**src/design/hsp_cfg.svh**
```systemverilog
// Constants for the host serial / I2C port: offsets, fields, resets, timing
`ifndef HSP_CFG_SVH
`define HSP_CFG_SVH
`define HSP_PIN_STATUS_ADDR 7'h02
`define HSP_SELECT_CFG_ADDR 7'h7F
`define HSP_MODE_BIT 0
`define HSP_SELECT_RESET 8'h00
`define HSP_MODE_DELAY_NS 10000
`define HSP_CLK_PERIOD_NS 10
`define HSP_MODE_DELAY_CYC (`HSP_MODE_DELAY_NS / `HSP_CLK_PERIOD_NS)
`define HSP_I2C_BASE_ADDR 4'h5
`define HSP_SER_FRAME_BITS 16
`endif

```
**src/design/hsp_pkg.sv**
```systemverilog
// Types shared by the host serial / I2C port
package hsp_pkg;
  typedef enum logic [2:0]
  {
    HSP_I_IDLE = 3'h0,
    HSP_I_ADDR = 3'h1,
    HSP_I_AACK = 3'h3,
    HSP_I_DATA = 3'h2,
    HSP_I_DACK = 3'h6,
    HSP_I_RDAT = 3'h7,
    HSP_I_RACK = 3'h5
  } hsp_i2c_state_e;
endpackage : hsp_pkg

```
**src/design/hsp_host_port.sv**
```systemverilog
// Host control port: serial (chip select) or I2C target, with mode select
`timescale 1ns/1ps
`default_nettype none
`include "hsp_cfg.svh"

// Behaviour
// - Two modes, I2C target and clocked serial; shared pins follow mode.
// - During reset the mode pin level loads select bit 0; 1 is serial.
// - After reset mode pin is only an input; select bit sets mode.
// - Selected mode becomes active 10 us after reset release.
// - Pin status bit 0 always mirrors the present mode pin level.
// - Serial output updates on falling edge if edge select high.
// - Serial input sampled on rising shift clock edge, address then data.
// - Serial output changes on the selected edge, one bit each, and clears to 0 when chip select goes high.
// - I2C target answers only addresses matching the three address pins.
// - In I2C mode data pin is open-drain data, clock pin is bus clock.
module hsp_host_port
  import hsp_pkg::*;
#(
  parameter int MODE_DELAY_CYC = `HSP_MODE_DELAY_CYC
)
(
  input wire logic ref_clk_i,
  input wire logic rst_n_i,
  input wire logic host_if_mode_pin_i,
  input wire logic shift_edge_select_i,
  input wire logic serial_in_pin_i,
  input wire logic sclk_scl_i,
  input wire logic cs_addr0_i,
  input wire logic target_addr_pin1_i,
  input wire logic target_addr_pin2_i,
  input wire logic sdo_sda_i,
  output logic sdo_sda_o,
  output logic sdo_sda_oe_o,
  output logic serial_mode_o,
  output logic port_ready_o
);

  // Two-flop synchronisers; first stage read only by the second
  logic [7:0] meta_reg;
  logic [7:0] sync_reg;
  wire [7:0] pins_w = {host_if_mode_pin_i, shift_edge_select_i,
    serial_in_pin_i, sclk_scl_i, cs_addr0_i, sdo_sda_i,
    target_addr_pin2_i, target_addr_pin1_i};
  always_ff @(posedge ref_clk_i)
  begin
    meta_reg <= pins_w;
    sync_reg <= meta_reg;
  end
  wire mode_s = sync_reg[7];
  wire edge_sel_s = sync_reg[6];
  wire sdi_s = sync_reg[5];
  wire sck_s = sync_reg[4];
  wire cs_s = sync_reg[3];
  wire sda_s = sync_reg[2];
  wire ad2_s = sync_reg[1];
  wire ad1_s = sync_reg[0];

  // Edge detection on the sampled link clock and data
  logic sck_d_reg;
  logic sda_d_reg;
  logic cs_d_reg;
  always_ff @(posedge ref_clk_i)
  begin
    sck_d_reg <= sck_s;
    sda_d_reg <= sda_s;
    cs_d_reg <= cs_s;
  end
  wire sck_rise = sck_s & ~sck_d_reg;
  wire sck_fall = ~sck_s & sck_d_reg;
  wire sda_rise = sda_s & ~sda_d_reg;
  wire sda_fall = ~sda_s & sda_d_reg;

  // Registers: select config and read-only pin status
  logic [7:0] select_cfg_reg;
  logic [7:0] pin_status_reg;
  logic in_reset_reg;
  logic [15:0] delay_cnt_reg;
  logic ready_reg;

  // Mode pin caught on clocks while reset is held
  always_ff @(posedge ref_clk_i)
  begin
    in_reset_reg <= ~rst_n_i;
    pin_status_reg <= {7'h00, mode_s};
  end

  // Mode activation delay after release
  always_ff @(posedge ref_clk_i)
  begin
    if (!rst_n_i)
    begin
      delay_cnt_reg <= 16'h0000;
      ready_reg <= 1'b0;
    end
    else if (!ready_reg)
    begin
      delay_cnt_reg <= delay_cnt_reg + 16'h0001;
      ready_reg <= (delay_cnt_reg == 16'(MODE_DELAY_CYC - 1));
    end
  end

  wire ser_mode = select_cfg_reg[`HSP_MODE_BIT];
  wire ser_act = ready_reg & ser_mode;
  wire i2c_act = ready_reg & ~ser_mode;

  // Register read selection shared by both transports
  function automatic logic [7:0] reg_read(input logic [6:0] a,
    input logic [7:0] sel, input logic [7:0] sts);
    reg_read = (a == `HSP_PIN_STATUS_ADDR) ? sts :
      (a == `HSP_SELECT_CFG_ADDR) ? sel : 8'h00;
  endfunction : reg_read

  // Serial side: R/W flag, 7-bit address, 8-bit data
  logic [4:0] sbit_reg;
  logic [15:0] sshift_reg;
  logic [7:0] sout_reg;
  logic sdo_reg;
  wire s_upd = edge_sel_s ? sck_fall : sck_rise;
  wire s_take = ser_act & ~cs_s & sck_rise;
  wire [15:0] s_word = {sshift_reg[14:0], sdi_s};
  wire s_addr_done = s_take & (sbit_reg == 5'd7);
  wire s_wr_done = s_take & (sbit_reg == 5'(`HSP_SER_FRAME_BITS - 1))
    & ~sshift_reg[14];

  // I2C side
  hsp_i2c_state_e ist_reg;
  logic [3:0] ibit_reg;
  logic [7:0] ishift_reg;
  logic [6:0] iaddr_reg;
  logic [7:0] iout_reg;
  logic ifirst_reg;
  logic sda_low_reg;
  wire [6:0] my_addr = {`HSP_I2C_BASE_ADDR, ad2_s,
    ad1_s, cs_s};
  wire i_start = i2c_act & sck_s & sda_fall;
  wire i_stop = i2c_act & sck_s & sda_rise;
  wire [7:0] i_byte = {ishift_reg[6:0], sda_s};
  wire i_wr = (ist_reg == HSP_I_DATA) & sck_rise & (ibit_reg == 4'd7)
    & ~ifirst_reg;

  // Select register: pin level while in reset, then software writes
  always_ff @(posedge ref_clk_i)
  begin
    if (in_reset_reg)
      select_cfg_reg <= {7'h00, mode_s};
    else if (s_wr_done && s_word[14:8] == `HSP_SELECT_CFG_ADDR)
      select_cfg_reg <= s_word[7:0];
    else if (i_wr && iaddr_reg == `HSP_SELECT_CFG_ADDR)
      select_cfg_reg <= i_byte;
  end

  // Serial shifter and output
  always_ff @(posedge ref_clk_i)
  begin
    if (!rst_n_i || cs_s || !ser_act)
    begin
      sbit_reg <= 5'd0;
      sshift_reg <= 16'h0000;
      sout_reg <= 8'h00;
      sdo_reg <= 1'b0;
    end
    else
    begin
      if (s_take)
      begin
        sshift_reg <= s_word;
        sbit_reg <= sbit_reg + 5'd1;
      end
      if (s_addr_done)
        sout_reg <= reg_read(s_word[6:0], select_cfg_reg, pin_status_reg);
      else if (s_upd && sbit_reg >= 5'd8)
      begin
        sdo_reg <= sout_reg[7];
        sout_reg <= {sout_reg[6:0], 1'b0};
      end
    end
  end

  // I2C target: address match, register pointer, data byte
  always_ff @(posedge ref_clk_i)
  begin
    if (!rst_n_i || !i2c_act || i_stop)
    begin
      ist_reg <= HSP_I_IDLE;
      ibit_reg <= 4'd0;
      ishift_reg <= 8'h00;
      iaddr_reg <= 7'h00;
      iout_reg <= 8'h00;
      ifirst_reg <= 1'b1;
      sda_low_reg <= 1'b0;
    end
    else if (i_start)
    begin
      ist_reg <= HSP_I_ADDR;
      ibit_reg <= 4'd0;
      ifirst_reg <= 1'b1;
      sda_low_reg <= 1'b0;
    end
    else
    begin
      case (ist_reg)
        HSP_I_ADDR, HSP_I_DATA:
        begin
          if (sck_rise)
          begin
            ishift_reg <= i_byte;
            ibit_reg <= ibit_reg + 4'd1;
          end
          if (sck_fall && ibit_reg == 4'd8)
          begin
            ibit_reg <= 4'd0;
            if (ist_reg == HSP_I_ADDR && ishift_reg[7:1] != my_addr)
              ist_reg <= HSP_I_IDLE;
            else
            begin
              sda_low_reg <= 1'b1;
              ist_reg <= (ist_reg == HSP_I_ADDR) ? HSP_I_AACK : HSP_I_DACK;
            end
            if (ist_reg == HSP_I_ADDR)
              iout_reg <= reg_read(iaddr_reg, select_cfg_reg,
                pin_status_reg);
            if (ist_reg == HSP_I_DATA && ifirst_reg)
              iaddr_reg <= ishift_reg[6:0];
          end
        end
        HSP_I_AACK, HSP_I_DACK:
        begin
          if (sck_fall)
          begin
            ifirst_reg <= (ist_reg == HSP_I_AACK);
            if (ist_reg == HSP_I_AACK && ishift_reg[0])
            begin
              ist_reg <= HSP_I_RDAT;
              sda_low_reg <= ~iout_reg[7];
              iout_reg <= {iout_reg[6:0], 1'b1};
            end
            else
            begin
              ist_reg <= HSP_I_DATA;
              sda_low_reg <= 1'b0;
            end
          end
        end
        HSP_I_RDAT:
        begin
          if (sck_fall)
          begin
            ibit_reg <= ibit_reg + 4'd1;
            if (ibit_reg == 4'd7)
            begin
              ist_reg <= HSP_I_RACK;
              sda_low_reg <= 1'b0;
            end
            else
            begin
              sda_low_reg <= ~iout_reg[7];
              iout_reg <= {iout_reg[6:0], 1'b1};
            end
          end
        end
        HSP_I_RACK:
        begin
          if (sck_rise)
            ist_reg <= HSP_I_IDLE; // Single-byte read, then wait for stop
        end
        default: ist_reg <= HSP_I_IDLE;
      endcase
    end
  end

  // Shared pin drive: push-pull in serial, open-drain low in I2C
  always_ff @(posedge ref_clk_i)
  begin
    if (!rst_n_i)
    begin
      sdo_sda_o <= 1'b0;
      sdo_sda_oe_o <= 1'b0;
      serial_mode_o <= 1'b0;
      port_ready_o <= 1'b0;
    end
    else
    begin
      sdo_sda_o <= ser_act ? sdo_reg : 1'b0;
      sdo_sda_oe_o <= ser_act ? ~cs_s : sda_low_reg;
      serial_mode_o <= ser_mode;
      port_ready_o <= ready_reg;
    end
  end

endmodule : hsp_host_port
`default_nettype wire

```
**config.mk**
```make
export PLATFORM = sky130hd
export DESIGN_NAME = hsp_host_port
export DESIGN_NICKNAME = d
export VERILOG_FILES = /design/src/design/hsp_pkg.sv /design/src/design/hsp_host_port.sv
export VERILOG_INCLUDE_DIRS = /design/src /design/src/design
export SDC_FILE = /design/constraint.sdc
export NUM_CORES = 1
export LEC_CHECK = 0
export BUFFER_PORTS_ARGS = -buffer_cell sky130_fd_sc_hd__buf_2
export CAP_MARGIN = 40
export CELL_PAD_IN_SITES_DETAIL_PLACEMENT = 0
export CELL_PAD_IN_SITES_GLOBAL_PLACEMENT = 2
export CORE_MARGIN = 1.5
export CORE_UTILIZATION = 25
export CTS_CLUSTER_DIAMETER = 80
export DETAILED_ROUTE_END_ITERATION = 8
export PLACE_DENSITY = 0.58
export SLEW_MARGIN = 20
export SYNTH_ARGS = -nofsm -noshare
export SYNTH_HDL_FRONTEND = slang
export SYNTH_SLANG_ARGS = --single-unit
```
**constraint.sdc**
```tcl
create_clock -name ref_clk_i -period 4.3 [get_ports ref_clk_i]
set_input_delay 0.43 -clock ref_clk_i [delete_from_list [all_inputs] [get_ports ref_clk_i]]
set_output_delay 0.43 -clock ref_clk_i [all_outputs]
set_load 0.05 [all_outputs]
```
==> flow_summary.ini, run 1 <==
[floorplan]
io_pins = 14
core-area_um2 = 17800
die_height_um = 138
initial_core_util_pct = 25.4
die_w_um = 138
rows = 49
die_area_um2 = 18900

[worst_setup_path]
path_cells = nand4b_4, or2_1, or4_4, mux2i_1, o21ai_0
slowest_delay_ps = 730
r2r_start = ready_reg$_SDFF_PN0_
path_class = reg2reg
crit_family = simple AND/OR/NAND/NOR gates
crit_start = ready_reg$_SDFF_PN0_
required_ps = 4400
end_kind = register
slowest_stage = or4_4
worst-path-buf-inv = 0
startpoint_type = register
critical_path_arrival_ps = 2580
worst-path-max-fanout = 18

[cells_and_area]
stdcell_count = 693
layout-drive-gt1-share_pct = 13.4
nets = 475
largest_register_ffs = 16
diodes = 0
nFillCells = 1848
area_growth_pct = 12.2

[sta]
slew_viol_final = 0
setup_viol = 0
min_period_ps = 2490
grt_setup_unrepaired = no
max_slew_margin_pct = 46.3
fin_worst_skew_ps = 10.2
fmax_ghz = 0.402
hold_viol = 0
worst_pin_slew_ps = 799
fin_setup_tns_ps = 0
period_share_pct = 57.8

[clock_tree]
htreeDepth = 3
tritoncts = built
clk-insertion-delay-late_ps = 360
numCtsBuffers = 9
clockRootBuffer = clkbuf_16
cts.sinks = 110
cts_hold_buf = 0
cts_setup_buffers = 0
clk_pin_slew_worst_paths_ps = 80
post_cts_resized = 0
cts_buffer_depth = 2

[placement]
io_buffers = 13
gp_congestion = 0.717
dp_hpwl_um = 7270
dp_cells = 677

[logic_synthesis]
syn-mean-instance-area_um2 = 9.95
netlist_area_um2 = 4530
synthesis.nets = 471
yosysWarningCount = 0
async_flop_share_pct = 0
synth_flop_cell = dfxtp_1
syn-instance-count = 455
synth_edf_count = 1
synth.distinct_cells = 59
synth-seq-cells = 110
yosysSeqAreaShare_pct = 48.8

[global_route]
grt_usage_pct = 12.1
grt_overflow = 0
grt_max_degree = 25
grt_pass1_wl_um = 17400
antenna_found_initial = 0
first_global_vias = 3249

[route]
via_per_inst = 4.76
routed_wl_um = 10400
drt_iter0_drc = 263
wire_per_inst_um = 15.1
drc = 0
first_pass_iters = 7
vias = 3301
ant_nets = 0

[run]
drv_cap = 0

[status]
outcome = finished, final reports clean

[pwr]
leakagePower_nw = 1.74
ir_worst_vdd_mv = 0.201
powerDensity_nw_per_um2 = 380

[hold_path]
hold_class = in2reg
min-delay-start = serial_in_pin_i
==> through the flow <==
stage	util, %	setup slack [ps]	area (um2)	hold WS (ps)	total power, mW
after global routing	28.5	1610	5080	147	2.02
after floorplan	-	2240	4530	310	1.09
final	28.5	1810	5080	168	1.93
after CTS	28.5	1780	5080	152	1.97
after global placement	26.8	1810	4780	312	1.10
after detailed placement	26.8	1800	4780	313	1.10
==> cells by family (layout without fill, tap and decap cells) <==
kind of cell | count (synthesis) | after routing | share of synthesized area, %
and+or+nand+nor | 172 | 172 | 20.6
adders and majority gates | 6 | 6 | 1.66
DFF | 110 | 110 | 48.8
xor gates and xnor gates | 20 | 20 | 3.87
muxes | 27 | 27 | 5.97
buffers and inverters | 35 | 44 | 3.62
AOI/OAI and AO/OA | 85 | 85 | 15.5
==> cells in the final DEF, fill, tap and decap left out, types with 5 or more instances in the layout <==
master | netlist | layout
nand2_1 | 18 | 18
nor4_1 | 6 | 6
nand3_1 | 12 | 12
a211oi_2 | 7 | 7
mux2i_1 | 27 | 27
xor2_1 | 7 | 7
clkbuf_16 | 0 | 9
inv_1 | 10 | 10
nor2_1 | 71 | 71
a211oi_1 | 10 | 10
nor3_1 | 9 | 9
and3_1 | 5 | 5
dfxtp_1 | 109 | 109
o21ai_0 | 8 | 8
a222oi_1 | 6 | 6
nand4_1 | 6 | 6
xnor2_1 | 13 | 13
ha_1 | 6 | 6
a22oi_1 | 8 | 8
o221a_2 | 15 | 15
nand2b_1 | 5 | 5
buf_2 | 3 | 13
a21oi_1 | 12 | 12
nor2b_1 | 6 | 6
==> report_power, final <==
group	switching, mW	internal [mW]	total (mW)
Combinational	0.0168	0.0137	0.0305
Sequential	0.0163	1.03	1.05
Clock	0.391	0.460	0.851
Total	0.424	1.51	1.93
==> final timing paths <==
path,endpoint,slack (ps),depth (start not counted)
worst max-delay path,select_cfg_reg[0]$_DFFE_PP_,1810,5
worst min-delay path,meta_reg[5]$_DFF_P_,170,1
worst max register to register,select_cfg_reg[0]$_DFFE_PP_,1810,5
worst min register to register,sync_reg[6]$_DFF_P_,330,0
==> routing by layer <==
layer	vias up	track usage, %	part of all wire [%]
li1	1671	-	-
met1	1578	16.5	50
met2	41	18.4	45
met3	11	3.64	3.5
met4	0	3.51	1.2
met5	-	0	0
==> synth_stat cells (3+ instances only) <==
| cell type | n | area, um2 |
|---|---|---|
| dfxtp_1 | 109 | 2180 |
| nor2_1 | 71 | 267 |
| mux2i_1 | 27 | 270 |
| nand2_1 | 18 | 67.6 |
| o221a_2 | 15 | 169 |
| xnor2_1 | 13 | 114 |
| a21oi_1 | 12 | 60.1 |
| clkbuf_1 | 12 | 45.0 |
| nand3_1 | 12 | 60.1 |
| a211oi_1 | 10 | 75.1 |
| inv_1 | 10 | 37.5 |
| nor3_1 | 9 | 45.0 |
| a22oi_1 | 8 | 60.1 |
| o21ai_0 | 8 | 40.0 |
| a211oi_2 | 7 | 87.6 |
| xor2_1 | 7 | 61.3 |
| a222oi_1 | 6 | 60.1 |
| ha_1 | 6 | 75.1 |
| nand4_1 | 6 | 37.5 |
| nor2b_1 | 6 | 37.5 |
| nor4_1 | 6 | 37.5 |
| and3_1 | 5 | 31.3 |
| nand2b_1 | 5 | 31.3 |
| a311oi_1 | 4 | 35.0 |
| nand3b_1 | 4 | 30.0 |
| nand4b_1 | 4 | 35.0 |
| or3_1 | 4 | 25.0 |
| a2111oi_0 | 3 | 26.3 |
| and4b_1 | 3 | 30.0 |
| buf_2 | 3 | 15.0 |
| buf_6 | 3 | 33.8 |
| nor4b_1 | 3 | 26.3 |
| or2_2 | 3 | 18.8 |
==> layout make-up <==
type	instances	area, um2	area share (%)
Sequential cell	110	2210	43.5
Multi-Input combinational cell	310	2150	42.4
Tap cell	229	287	5.64
Clock buffer	11	233	4.58
Timing Repair Buffer	16	87.6	1.72
Clock inverter	5	65.1	1.28
Inverter	12	45.0	0.886
No activity file was read; power rests on OpenSTA's default activity.
==> inputs of run 2 (changes only) <==
--- a/config.mk
+++ b/config.mk
@@ -14,7 +14,7 @@
 export CORE_UTILIZATION = 25
 export CTS_CLUSTER_DIAMETER = 80
 export DETAILED_ROUTE_END_ITERATION = 8
-export PLACE_DENSITY = 0.58
+export PLACE_DENSITY = 0.6
 export SLEW_MARGIN = 20
 export SYNTH_ARGS = -nofsm -noshare
 export SYNTH_HDL_FRONTEND = slang
==> constraint.sdc (replaced) <==
create_clock -name ref_clk_i -period 2.2 [get_ports ref_clk_i]
set_input_delay 0.22 -clock ref_clk_i [delete_from_list [all_inputs] [get_ports ref_clk_i]]
set_output_delay 0.22 -clock ref_clk_i [all_outputs]
set_load 0.05 [all_outputs]
==> flow_summary.ini, run 2 (synthesis gave the netlist of run 1 again) <==
[sta]
grt_setup_unrepaired = no
slew_viol_final = 0
worst_pin_slew_ps = 608
min_period_ps = 2020
fin_setup_tns_ps = 0
max_slew_margin_pct = 59.2
hold_viol = 0
period_share_pct = 91.6
setup_viol = 0
final.setup.worst_slack_ps = 184
fmax_ghz = 0.496
fin_worst_skew_ps = 10.4

[cells_and_area]
largest_register_ffs = 16
layout-drive-gt1-share_pct = 18.4
nets = 511
layout_common_cells = 108 x dfxtp_1, 71 x nor2_1, 30 x buf_4
area_growth_pct = 19.0
layout_commonest_cell = dfxtp_1
stdcell_count = 729
design_area_um2 = 5390
diodes = 0

[worst_setup_path]
worst-path-max-fanout = 13
path_cells = ha_1, and3_1, ha_1, nand4b_1, or4_4, buf_4, nor2_1, a211oi_2
slowest_delay_ps = 450
cp_common_cell = ha_1
slowest_stage = or4_4
path_class = reg2reg
crit_family = simple AND/OR/NAND/NOR gates
startpoint_type = register
worst-path-buf-inv = 1
required_ps = 2420
end_kind = register
critical_path_arrival_ps = 2240

[floorplan]
io_pins = 14
die_w_um = 138
die_height_um = 138
initial_core_util_pct = 25.4
core-area_um2 = 17800
die_area_um2 = 18900
rows = 49

[route]
drt_iter0_drc = 239
via_per_inst = 4.72
first_pass_iters = 6
drc = 0
ant_nets = 0
vias = 3438
wire_per_inst_um = 14.5
routed_wl_um = 10500

[pwr]
powerDensity_nw_per_um2 = 706
leakagePower_nw = 1.91
ir_worst_vdd_mv = 0.363

[run]
drv_cap = 0

[global_route]
grt_usage_pct = 12.3
antenna_found_initial = 0
grt_overflow = 0
first_global_vias = 3314
grt_max_degree = 25
grt_pass1_wl_um = 17800

[clock_tree]
clockRootBuffer = clkbuf_16
htreeDepth = 3
clk_pin_slew_worst_paths_ps = 80
tritoncts = built
cts.sinks = 110
clk-insertion-delay-late_ps = 360
numCtsBuffers = 9
cts_buffer_depth = 2

[status]
outcome = finished, final reports clean

[placement]
io_buffers = 13
pre_cts_slack_ps = 87.1
gp_congestion = 0.755
dp_cells = 704
placedInstanceArea_um2 = 4990
dp_hpwl_um = 7510

[hold_path]
hold_class = in2reg
run 2: cell types whose count changed in the layout (fill, tap and decap cells not counted), moves of 2 or more:
cell	previous run	this run
buf_4	3	30
dlygate4sd3_1	0	8
clkinvlp_4	0	2
inv_6	3	1
run 2: per-stage QoR:
| stage | total power, mW | utilization [%] | hold slack [ps] |
|---|---|---|---|
| CTS | 3.87 | 30.1 | 147 |
| finish | 3.80 | 30.2 | 145 |
| global placement | 2.17 | 28.0 | 310 |
| floorplan | 2.13 | - | 248 |
| global route | 3.97 | 30.2 | 145 |
| detailed placement | 2.17 | 28.0 | 312 |
run 2: path summary, 6_finish.rpt:
| check | start | to | slack [ps] | depth (start not counted) |
|---|---|---|---|---|
| max reg2reg | sbit_reg[0]$_SDFFE_PP0N_ | select_cfg_reg[3]$_SDFFE_PP0P_ | 180 | 8 |
| max | sbit_reg[0]$_SDFFE_PP0N_ | select_cfg_reg[3]$_SDFFE_PP0P_ | 180 | 8 |
| min reg2reg | meta_reg[0]$_DFF_P_ | sync_reg[0]$_DFF_P_ | 330 | 0 |
| min | rst_n_i | serial_mode_o$_SDFF_PN0_ | 140 | 2 |
run 2: worst register-to-register path, stage by stage (launching register included):
cell and delay, ps:
dfxtp_1 400, ha_1 210, and3_1 160, ha_1 150
nand4b_1 80, or4_4 450, buf_4 210, nor2_1 140
a211oi_2 60
run 2: layout make-up:
type,count,area (um2)
Fill cell,1859,12500
Clock buffer,10,229
Inverter,12,45.0
Sequential cell,110,2210
Multi-Input combinational cell,310,2150
Tap cell,229,287
Clock inverter,6,70.1
Timing Repair Buffer,52,390
run 2: power by group:
group          internal [mW]  switching (mW)
Sequential              2.02          0.0261
Clock                  0.895           0.781
Combinational         0.0423          0.0419
run 2: timing repair:
item,4_1_cts,5_1_grt
endpoints found under the hold margin,8,0
hold buffers,8,0
resized for setup,0,2
buffers inserted,0,1
setup endpoints to repair,0,18
run 2: routing by layer:
metal | GRT usage (%) | vias up | wire length, um
met5 | 0 | - | 0
met4 | 5.09 | 0 | 165
met3 | 2.54 | 13 | 279
met2 | 18.5 | 38 | 4630
met1 | 17.1 | 1644 | 5470
li1 | - | 1743 | -
==> inputs of run 3 (changes only) <==
--- a/config.mk
+++ b/config.mk
@@ -14,7 +14,7 @@
 export CORE_UTILIZATION = 25
 export CTS_CLUSTER_DIAMETER = 80
 export DETAILED_ROUTE_END_ITERATION = 8
-export PLACE_DENSITY = 0.6
+export PLACE_DENSITY = 0.58
 export SLEW_MARGIN = 20
 export SYNTH_ARGS = -nofsm -noshare
 export SYNTH_HDL_FRONTEND = slang
==> constraint.sdc (replaced) <==
create_clock -name ref_clk_i -period 2 [get_ports ref_clk_i]
set_input_delay 0 -clock ref_clk_i [delete_from_list [all_inputs] [get_ports ref_clk_i]]
set_output_delay 0 -clock ref_clk_i [all_outputs]
set_load 0.05 [all_outputs]
==> flow_summary.ini, run 3 (synthesis gave the netlist of run 1 again) <==
[sta]
grt_setup_unrepaired = no
max_slew_margin_pct = 67.8
final.setup.worst_slack_ps = 92.5
fin_worst_skew_ps = 7.65
slew_viol_final = 0
hold_viol = 0
fmax_ghz = 0.524
period_share_pct = 95.4
hold_ws_ps = 270
fin_setup_tns_ps = 0
worst_pin_slew_ps = 482
min_period_ps = 1910
setup_viol = 0

[worst_setup_path]
slowest_delay_ps = 470
path_cells = ha_2, and3_1, ha_1, nand4b_1, or4_4, mux2i_1, o21ai_0
end_kind = register
startpoint_type = register
slowest_stage = or4_4
critical_path_arrival_ps = 1990
path_class = reg2reg
required_ps = 2090
worst-path-max-fanout = 4

[global_route]
grt_max_degree = 25
antenna_found_initial = 0
grt_pass1_wl_um = 17900
grt_overflow = 0
first_global_vias = 3356
grt_usage_pct = 12.3

[clock_tree]
tritoncts = built
cts_setup_buffers = 0
clockRootBuffer = clkbuf_16
htreeDepth = 3
clk-insertion-delay-late_ps = 350
cts.sinks = 110
clk_pin_slew_worst_paths_ps = 70
numCtsBuffers = 9
cts_buffer_depth = 2

[route]
via_per_inst = 4.68
routed_wl_um = 10800
ant_nets = 0
drc = 0
wire_per_inst_um = 14.7
drt_iter0_drc = 218
first_pass_iters = 6
vias = 3441

[cells_and_area]
layout_commonest_cell = dfxtp_1
layout-drive-gt1-share_pct = 21.1
nFillCells = 1852
stdcell_count = 736
diodes = 0
area_growth_pct = 21.9
largest_register_ffs = 16
layout_common_cells = 108 x dfxtp_1, 67 x nor2_1, 35 x buf_4
fin_util_pct = 30.9
design_area_um2 = 5520
nets = 518

[floorplan]
io_pins = 14
die_area_um2 = 18900
core-area_um2 = 17800
rows = 49
die_height_um = 138
initial_core_util_pct = 25.4
die_w_um = 138

[pwr]
sw_frac_of_total_pct = 21.3
clockPowerShare_pct = 45.8
leakagePower_nw = 1.95
p_seq_share_pct = 52.0
p_int_mw = 3.40
combPwrFrac_pct = 2.2
power_mw = 4.33
ir_worst_vdd_mv = 0.425
powerDensity_nw_per_um2 = 784
p_sw_uw = 920

[placement]
pre_cts_slack_ps = -129
dp_cells = 711
dp_hpwl_um = 7560
placedInstanceArea_um2 = 5050
io_buffers = 13
gp_congestion = 0.744

[run]
drv_cap = 0

[status]
outcome = finished, final reports clean

[hold_path]
hold_class = in2reg
==> run 3: cell count changes in the layout (fill, tap and decap cells not counted), sizes merged <==
| cell | delta |
|---|---|
| buf | +6 |
| bufinv | +1 |
| clkbuf | +1 |
| dlygate4sd3 | +1 |
| inv | -2 |
==> run 3: critical path: cells and delay by family (launching register included) <==
kind	cells	cell delay, ps
AOI/OAI and AO/OA	1	80
adders and majority gates	2	330
DFF	1	360
muxes	1	160
and+or+nand+nor	3	710
==> run 3: routing by layer <==
| metal | vias up | GRT usage (%) | share of wire [%] | wire length [um] |
|---|---|---|---|---|
| met5 | - | 0 | 0 | 0 |
| met4 | 0 | 5.09 | 1.7 | 185 |
| met3 | 15 | 2.32 | 1.9 | 209 |
| met2 | 32 | 19.4 | 45 | 4910 |
| met1 | 1630 | 16.5 | 51 | 5500 |
| li1 | 1764 | - | - | - |
==> run 3: worst paths after layout <==
kind                                 start                           to  slack, ps  cells after the start
hold reg to reg        meta_reg[0]$_DFF_P_          sync_reg[0]$_DFF_P_        330                      0
setup reg to reg  sbit_reg[1]$_SDFFE_PP0N_  select_cfg_reg[0]$_DFFE_PP_         90                      7
hold / removal                  cs_addr0_i          meta_reg[3]$_DFF_P_        270                      2
setup / recovery  sbit_reg[1]$_SDFFE_PP0N_  select_cfg_reg[0]$_DFFE_PP_         90                      7
==> run 3: layout make-up <==
type | instances | area, um2 | area share, %
sequential | 110 | 2210 | 40.1
multi-input combinational | 310 | 2200 | 39.8
timing repair buffer | 59 | 453 | 8.20
tap | 229 | 287 | 5.19
clock buffer | 11 | 243 | 4.40
clock inverter | 5 | 83.8 | 1.52
inverter | 12 | 45.0 | 0.816
==> run 3: repair_timing <==
item / CTS / global route
resized for setup: 4 / 11
hold buffers: 9 / 0
pin swaps: 0 / 1
setup endpoints to repair: 1 / 12
endpoints found under the hold margin: 10 / 0
==> run 3: power groups by stage <==
stage	Combinational (mW)	Clock, mW	Sequential (mW)
2_1_floorplan	0.0545	0	2.29
3_3_place_gp	0.0830	0	2.30
3_5_place_dp	0.0833	0	2.30
4_1_cts	0.0969	2.05	2.25
5_1_grt	0.106	2.14	2.25
6_report	0.0952	1.98	2.25
